## config.mk

```make
export PLATFORM = sky130hd
export DESIGN_NAME = hbid_regs
export DESIGN_NICKNAME = d
export VERILOG_FILES = /design/src/inc/hbid_pkg.sv /design/src/rtl/hbid_regs.sv
export SDC_FILE = /design/constraint.sdc
export NUM_CORES = 1
export LEC_CHECK = 0
export ABC_AREA = 1
export BUFFER_PORTS_ARGS = -buffer_cell sky130_fd_sc_hd__buf_4
export CAP_MARGIN = 20
export CORE_ASPECT_RATIO = 0.7
export CORE_UTILIZATION = 30
export CTS_CLUSTER_DIAMETER = 100
export DETAILED_ROUTE_END_ITERATION = 10
export GPL_ROUTABILITY_DRIVEN = 0
export GPL_TIMING_DRIVEN = 0
export HOLD_SLACK_MARGIN = 0.08
export PLACE_DENSITY_LB_ADDON = 0.08
export SLEW_MARGIN = 40
export SYNTH_ARGS = -nofsm -noshare
export SYNTH_HDL_FRONTEND = slang
export SYNTH_SLANG_ARGS = --single-unit
```

## constraint.sdc

```tcl
create_clock -name clk_in -period 1.9 [get_ports clk_in]
set_clock_uncertainty 0.15 [all_clocks]
set_input_delay 0.475 -clock clk_in [delete_from_list [all_inputs] [get_ports clk_in]]
set_output_delay 0.475 -clock clk_in [all_outputs]
set_load 0.02 [all_outputs]
```

## src/inc/hbid_pkg.sv

```systemverilog
// Constants for the host-bridge identification and command registers.
// Assumes dword-wide configuration accesses through the data window.
package hbid_pkg;
  localparam logic [15:0] HBID_CFG_DATA_PORT  = 16'h0CFC;
  localparam int          HBID_CFG_ENABLE_BIT = 31;
  localparam logic [7:0]  HBID_BUS_NUM        = 8'h00;
  localparam logic [4:0]  HBID_DEV_NUM        = 5'h00;
  localparam logic [2:0]  HBID_FUNC_NUM       = 3'h0;

  // Register byte offsets within the function
  localparam logic [7:0]  HBID_VENDOR_CODE_OFS     = 8'h00;
  localparam logic [7:0]  HBID_DEVICE_CODE_OFS     = 8'h02;
  localparam logic [7:0]  HBID_COMMAND_CONTROL_OFS = 8'h04;
  localparam logic [7:0]  HBID_STATUS_FLAGS_OFS    = 8'h06;
  // Dword register numbers (address bits 7:2)
  localparam logic [5:0]  HBID_REGNUM_ID   = 6'h00;
  localparam logic [5:0]  HBID_REGNUM_CMD  = 6'h01;

  // Command field positions and reset value
  localparam logic [15:0] HBID_CMD_RESET      = 16'h0006;
  localparam int          HBID_CMD_PERR_BIT   = 6;
  localparam int          HBID_CMD_STEP_BIT   = 7;
  localparam int          HBID_CMD_SERR_BIT   = 8;
  localparam int          HBID_CMD_FAST_BACK_TO_BACK_ENABLE_BIT   = 9;
  // Status: fixed bits and detected-parity position
  localparam logic [15:0] HBID_STS_FIXED      = 16'h0090;
  localparam int          HBID_STS_DPE_BIT    = 15;
  localparam logic        HBID_FLAG_RESET     = 1'b0;
endpackage

```

## src/rtl/hbid_regs.sv

```systemverilog
// Identification and command registers of the host-bridge function.
// Assumes configuration address register contents are presented on
// cfg_addr_in while a window access strobe is high; one access per cycle.

module hbid_regs
  import hbid_pkg::*;
#(
  parameter logic [15:0] VENDOR_CODE = 16'h1A2B, // Arbitrary value
  parameter logic [15:0] DEVICE_CODE = 16'h3C4D, // Arbitrary value
  parameter int          NUM_EXT_DEV = 3
) (
  input  wire logic                   clk_in,          // Core clock
  input  wire logic                   resetn_in,       // Sync reset, low
  input  wire logic [31:0]            cfg_addr_in,     // Config address reg
  input  wire logic [15:0]            io_addr_in,      // I/O port address
  input  wire logic                   io_read_in,      // I/O read strobe
  input  wire logic                   io_write_in,     // I/O write strobe
  input  wire logic [3:0]             io_byte_en_in,   // Byte enables
  input  wire logic [31:0]            io_wdata_in,     // Write data
  input  wire logic                   parity_error_in, // Hub link parity err
  input  wire logic [NUM_EXT_DEV-1:0] ext_serr_en_in,  // Devices 2-4 enables
  input  wire logic [NUM_EXT_DEV-1:0] ext_error_in,    // Devices 2-4 errors
  output logic [31:0]                 rdata_out,       // Read data
  output logic                        rdata_valid_out, // Read answer pulse
  output logic                        serr_msg_out,    // Hub link message
  output logic                        serr_mech_en_out,// Messaging enabled
  output logic                        dpe_flag_out     // Detected parity
);

  if (NUM_EXT_DEV < 1 || NUM_EXT_DEV > 8) begin : g_chk
    $error("NUM_EXT_DEV out of range");
  end

  // Command fields must sit inside the 16-bit register
  if (HBID_CMD_PERR_BIT > 15 || HBID_CMD_STEP_BIT > 15
      || HBID_CMD_SERR_BIT > 15 || HBID_CMD_FAST_BACK_TO_BACK_ENABLE_BIT > 15) begin : g_pos
    $error("Command field position out of range");
  end

  // Flag clear is taken from the upper half of the write word
  if (HBID_STS_DPE_BIT > 15) begin : g_sts
    $error("Status flag position out of range");
  end

  // Reserved command bits must come out of reset as zero
  if (HBID_CMD_RESET[15:10] != 6'h00) begin : g_rst
    $error("Command reset value sets reserved bits");
  end

  logic        perr_en_reg;
  logic        serr_en_reg;
  logic        dpe_reg;
  logic [15:0] cmd_value;
  logic [15:0] sts_value;
  logic        hit;
  logic        wr_cmd;
  logic        ext_req;
  logic        dev0_event;

  // Decoded address fields and derived strobes
  logic        cfg_enable;
  logic [7:0]  cfg_bus;
  logic [4:0]  cfg_dev;
  logic [2:0]  cfg_func;
  logic [5:0]  cfg_regnum;
  logic        rd_hit;
  logic        wr_perr;
  logic        wr_serr;
  logic        clr_dpe;
  logic        dev0_serr;
  logic [31:0] read_word;
  logic [31:0] rdata_reg;
  logic        rdata_valid_reg;
  logic        serr_msg_reg;
  logic        serr_mech_en_reg;
  wire logic [NUM_EXT_DEV-1:0] ext_gate;

  // Decode: window port, enable bit, bus 0 device 0 function 0
  assign cfg_enable = cfg_addr_in[HBID_CFG_ENABLE_BIT];
  assign cfg_bus    = cfg_addr_in[23:16];
  assign cfg_dev    = cfg_addr_in[15:11];
  assign cfg_func   = cfg_addr_in[10:8];
  assign cfg_regnum = cfg_addr_in[7:2];
  assign hit = cfg_enable
             && (io_addr_in == HBID_CFG_DATA_PORT)
             && (cfg_bus == HBID_BUS_NUM)
             && (cfg_dev == HBID_DEV_NUM)
             && (cfg_func == HBID_FUNC_NUM);
  assign wr_cmd = hit && io_write_in
               && (cfg_regnum == HBID_REGNUM_CMD);

  // Per-field write strobes; other written bits are dropped
  assign rd_hit     = hit && io_read_in;
  assign wr_perr    = wr_cmd && io_byte_en_in[HBID_CMD_PERR_BIT / 8];
  assign wr_serr    = wr_cmd && io_byte_en_in[HBID_CMD_SERR_BIT / 8];
  assign clr_dpe    = wr_cmd && io_byte_en_in[2 + HBID_STS_DPE_BIT / 8]
                   && io_wdata_in[16 + HBID_STS_DPE_BIT];

  // Command word: fixed bits from the reset value, two stored enables
  always_comb begin
    cmd_value = HBID_CMD_RESET;
    cmd_value[HBID_CMD_PERR_BIT] = perr_en_reg;
    cmd_value[HBID_CMD_STEP_BIT] = 1'b0;
    cmd_value[HBID_CMD_SERR_BIT] = serr_en_reg;
    cmd_value[HBID_CMD_FAST_BACK_TO_BACK_ENABLE_BIT] = 1'b0;
  end

  // Status word: fixed bits plus the detected-parity flag
  always_comb begin
    sts_value = HBID_STS_FIXED;
    sts_value[HBID_STS_DPE_BIT] = dpe_reg;
  end

  // Parity-response enable; hardwired bits are never stored
  always_ff @(posedge clk_in) begin
    if (!resetn_in) begin
      perr_en_reg <= HBID_CMD_RESET[HBID_CMD_PERR_BIT];
    end else if (wr_perr) begin
      perr_en_reg <= io_wdata_in[HBID_CMD_PERR_BIT];
    end
  end

  // System-error enable of this function only
  always_ff @(posedge clk_in) begin
    if (!resetn_in) begin
      serr_en_reg <= HBID_CMD_RESET[HBID_CMD_SERR_BIT];
    end else if (wr_serr) begin
      serr_en_reg <= io_wdata_in[HBID_CMD_SERR_BIT];
    end
  end

  assign dev0_event = parity_error_in && perr_en_reg;
  assign dev0_serr  = dev0_event && serr_en_reg;

  // Each further device is gated by its own enable only
  for (genvar i = 0; i < NUM_EXT_DEV; i++) begin : g_ext
    assign ext_gate[i] = ext_serr_en_in[i] && ext_error_in[i];
  end
  assign ext_req = |ext_gate;

  // Detected parity: write one to clear, new event wins
  always_ff @(posedge clk_in) begin
    if (!resetn_in) begin
      dpe_reg <= HBID_FLAG_RESET;
    end else if (dev0_event) begin
      dpe_reg <= 1'b1;
    end else if (clr_dpe) begin
      dpe_reg <= 1'b0;
    end
  end

  // System-error message toward the I/O hub, one pulse per cycle
  always_ff @(posedge clk_in) begin
    if (!resetn_in) begin
      serr_msg_reg <= 1'b0;
    end else begin
      serr_msg_reg <= dev0_serr || ext_req;
    end
  end

  // Messaging mechanism enabled by any device's enable
  always_ff @(posedge clk_in) begin
    if (!resetn_in) begin
      serr_mech_en_reg <= 1'b0;
    end else begin
      serr_mech_en_reg <= serr_en_reg || (|ext_serr_en_in);
    end
  end

  // Read word selected by register number; identity is constant
  always_comb begin
    case (cfg_regnum)
      HBID_REGNUM_ID: begin
        read_word = {DEVICE_CODE, VENDOR_CODE};
      end
      HBID_REGNUM_CMD: begin
        read_word = {sts_value, cmd_value};
      end
      default: begin
        read_word = 32'h0000_0000;
      end
    endcase
  end

  // Answer pulse one cycle after a claimed read
  always_ff @(posedge clk_in) begin
    if (!resetn_in) begin
      rdata_valid_reg <= 1'b0;
    end else begin
      rdata_valid_reg <= rd_hit;
    end
  end

  // Read data holds until the next claimed read
  always_ff @(posedge clk_in) begin
    if (!resetn_in) begin
      rdata_reg <= 32'h0000_0000;
    end else if (rd_hit) begin
      rdata_reg <= read_word;
    end
  end

  // Outputs straight from their flip-flops
  assign rdata_out        = rdata_reg;
  assign rdata_valid_out  = rdata_valid_reg;
  assign serr_msg_out     = serr_msg_reg;
  assign serr_mech_en_out = serr_mech_en_reg;
  assign dpe_flag_out     = dpe_reg;

endmodule

```

Word level (Yosys, flattened, before mapping)
Cells that the tools add are included.
Storage, ports and cells
  flip-flop bits (word level): 38
  word-level logic and storage cells: 37
  input bits: 95
  output and inout bits: 36
Cells by class
  equal/unequal tests: 2
  multiplexer cells: 3
  reduce and logical (&&, ||, !) cells: 25
Operators by type and width (count)
  $pmux W32 S2: 1
  $eq A16 B12 Y1 const B: 1
  $logic_and A1 B1 Y1: 16
  $logic_not A8 Y1: 1
  $eq A6 B1 Y1 const B: 1
  $logic_not A6 Y1: 1
  $reduce_or A3 Y1: 2
  $logic_not A5 Y1: 1
  $logic_not A3 Y1: 1
  $logic_or A1 B1 Y1: 2
  $mux W1: 2
  $reduce_bool A2 Y1: 1

Logic depth before layout (Yosys ltp)
  depth in word-level cells: 11
  mapped depth: 10
  mapped depth without buffers: 10

Worst setup path before layout
No wires, ideal clock.
  path kind: input -> register
  start: in cfg_addr_in[18]
  end: reg rdata_reg[1], in the netlist rdata_out[1]
  setup slack: 369 ps
  data arrival time: 1266 ps
  required time: 1635 ps
  path buffers: 0
  setup time: 115 ps
  stages on the path: 8
  cells stage by stage: nor2_1 nand2_1 nor2_2 nand3_2 nor2_4 nand2_4 o21ai_1 nor2_1
Between the ends
  cells in the longest elaborated chain, start to end: 5
Ends and longest elaborated chain
  start: declaration: RTL line hbid_regs.sv:14  | input wire logic [31:0] cfg_addr_in,
  $logic_not A8 Y1: RTL line hbid_regs.sv:86  | && (cfg_bus == HBID_BUS_NUM)
  $logic_and A1 B1 Y1: RTL line hbid_regs.sv:86
  $logic_and A1 B1 Y1: RTL line hbid_regs.sv:87  | && (cfg_dev == HBID_DEV_NUM)
  $logic_and A1 B1 Y1: RTL line hbid_regs.sv:88  | && (cfg_func == HBID_FUNC_NUM);
  $logic_and A1 B1 Y1: RTL line hbid_regs.sv:93  | assign rd_hit = hit && io_read_in;
  end signal: assignment: RTL line hbid_regs.sv:199  | rdata_reg <= read_word;
  end: declaration: RTL line hbid_regs.sv:72  | logic [31:0] rdata_reg;
Every way passes these cells.
A chain may end at the register's enable or synchronous reset.

==> results.toml <==
[timing]
setup_ws_ps = 111
maxSlewViolCount = 0
finalSetupViolCount = 0
finalCritPeriodShare_pct = 94.2
tns_ps = 0
fmax_ghz = 0.559
grt_setup_unrepaired = "false"
period_needed_ps = 1790
finalHoldViolCount = 0

[finish]
n_fill_cell = 264
seqCellArea_sq_um = 240
multi_input_area_sq_um = 433
largest_register_ffs = 6
drive_above_1_share_pct = 51.9
diodes = 0
layout.cells.non_filler = 267
final_nets = 327
syn2layout_area_growth_pct = 82.2

[die]
pin_count = 131
core_sq_um = 2820
die-width_microns = 67.4
die_h_microns = 47.8
die-area_sq_um = 3220
start_util_pct = 31.8
num_rows = 16

[status]
outcome = "finished clean"

[critical_path]
cp.required_ps = 1270
r2r-start = "rdata_out[29]"
arrival_ps = 1160
path_cells = "buf_4, buf_4"
startpoint = "rdata_out[29]"
path_class = "register to primary output"
cpMaxStageDelayCell = "dfxtp_1"
slowest_delay_ps = 600
critPathMaxFanout = 15
endpoint_kind = "primary output"
crit_path_frequent_cell = "buf_4"
worstSetupStartpointType = "register"

[power]
fin_total_pwr_mw = 0.694
p_leak_nw = 0.936
power_density_nw_per_um2 = 424
ir_drop_uv = 181

[placement]
numPortBuffers = 80
placedCellCount = 263
post-place-ws_ps = 113
hpwl_microns = 1980

[synthesis]
ys_top_cells_by_area = "dfxtp_1 27%, buf_4 22%, nand2_1 13%"
yosys.cell_count.top_type = "nand2_1"
ys_ff_latch = 12
synth_ff_type = "dfxtp_1"
yosys-top-cells-count = "30 x nand2_1, 26 x buf_4, 18 x inv_1, 18 x nor2_1, 12 x dfxtp_1"
synth_top_area_share_pct = 26.7
yosysWarnings = 0
synth-edff-count = 0
synth_top_cell_by_area = "dfxtp_1"
yosysUniqueCellTypes = 19
async_flop_share_pct = 0
netlist_instances = 137
synth-seq-area-share_pct = 26.7
syn_area_per_cell_sq_um = 6.56
syn_area_sq_um = 898

[global_routing]
antenna_found_initial = 0
grt_pass1_wl_microns = 3420
grt_pass1_vias = 908
grt_max_degree = 16
grt_usage_pct = 14.6
grt-ovfl-total = 0

[hold_path]
worstHoldPathType = "input pin to register"
hp-start = "io_wdata_in[6]"

[cts]
clock_sinks = 12
cts_hold_buffers = 0
clkSlewWorstSetupHoldPaths_ps = 50
cts-buffers-inserted = 3
post_cts_buffers = 0
cts_tree = "done"
clockBufferDepth = 2
ctsResizeCount = 0
cts-root-buf = "clkbuf_8"
ctsHtreeMaxLevel = 1
clk_latency_ps = 240

[drt]
wl_per_cell_microns = 8.34
drt_wl_total_microns = 2230
final_antenna_net_count = 0
vias = 1042
drt_pre_antenna_iters = 4
drc = 0
routed_via_density = 3.90
drtIter0Drc = 17

[flow_run]
maxCapViolations = 0
per-layer routing:
layer	track usage, %	vias up	share of wire, %
met2	27.0	54	47
met4	5.11	0	1.5
met3	5.71	5	11
met1	15.6	407	41
met5	0	-	0
li1	-	576	-
critical path: cells and delay by family, from the launching register on:
kind | cells | cell delay (ps)
buffers and inverters | 2 | 320
DFF | 1 | 600
layout by cell type, fill, tap and decap left out:
master | netlist | routed
buf_4 | 26 | 106
nand2_1 | 30 | 30
nor2_1 | 18 | 18
inv_1 | 18 | 18
dfxtp_1 | 12 | 12
conb_1 | 1 | 11
a21oi_1 | 7 | 7
nand3_1 | 6 | 6
nor2_2 | 4 | 4
nand4_1 | 4 | 4
clkbuf_8 | 0 | 4
nor2_4 | 2 | 2
nor3_1 | 2 | 2
nand2_2 | 1 | 1
nor3_4 | 1 | 1
nand3_2 | 1 | 1
or2_1 | 1 | 1
a41oi_1 | 1 | 1
nand2_4 | 1 | 1
o21ai_1 | 1 | 1
logic make-up after synthesis:
family / count (synthesis) / synth area share, %
AO/OA/AOI/OAI: 9 / 5.43
buffers and inverters: 44 / 29.2
flip-flops: 12 / 26.7
other: 1 / 0.417
AND/OR/NAND/NOR: 71 / 38.2
worst paths after layout:
kind | to | slack, ps | depth (start not counted)
setup / recovery | rdata_out[27] | 110 | 2
hold / removal | perr_en_reg | 320 | 3
setup reg to reg | rdata_out[29] | 860 | 2
hold reg to reg | rdata_out[6] | 320 | 2
where the power goes:
| group | switching (mW) | total [mW] | internal, mW | leakage, nW |
|---|---|---|---|---|
| clock network | 0.0915 | 0.274 | 0.183 | 0.0288 |
| logic | 0.0637 | 0.164 | 0.100 | 0.810 |
| registers | 0.000664 | 0.256 | 0.255 | 0.0973 |
| total | 0.156 | 0.694 | 0.538 | 0.936 |
cell type report:
cell class              instances  area share [%]
multi-input cells              91            26.5
plain buffers                  26            11.9
clock buffers                   4            3.36
flip-flops and latches         12            14.7
well taps                      36            2.75
inverters                      18            4.13
repair buffers                 80            36.7
per-stage QoR:
stage	utilization, %	instance area (sq um)	hold WS, ps
finish	58.0	1640	315
global route	58.0	1640	333
CTS	58.0	1640	311
detailed placement	56.0	1580	313
global placement	56.0	1580	306
floorplan	-	936	313
(Power assumes the default switching activity.)
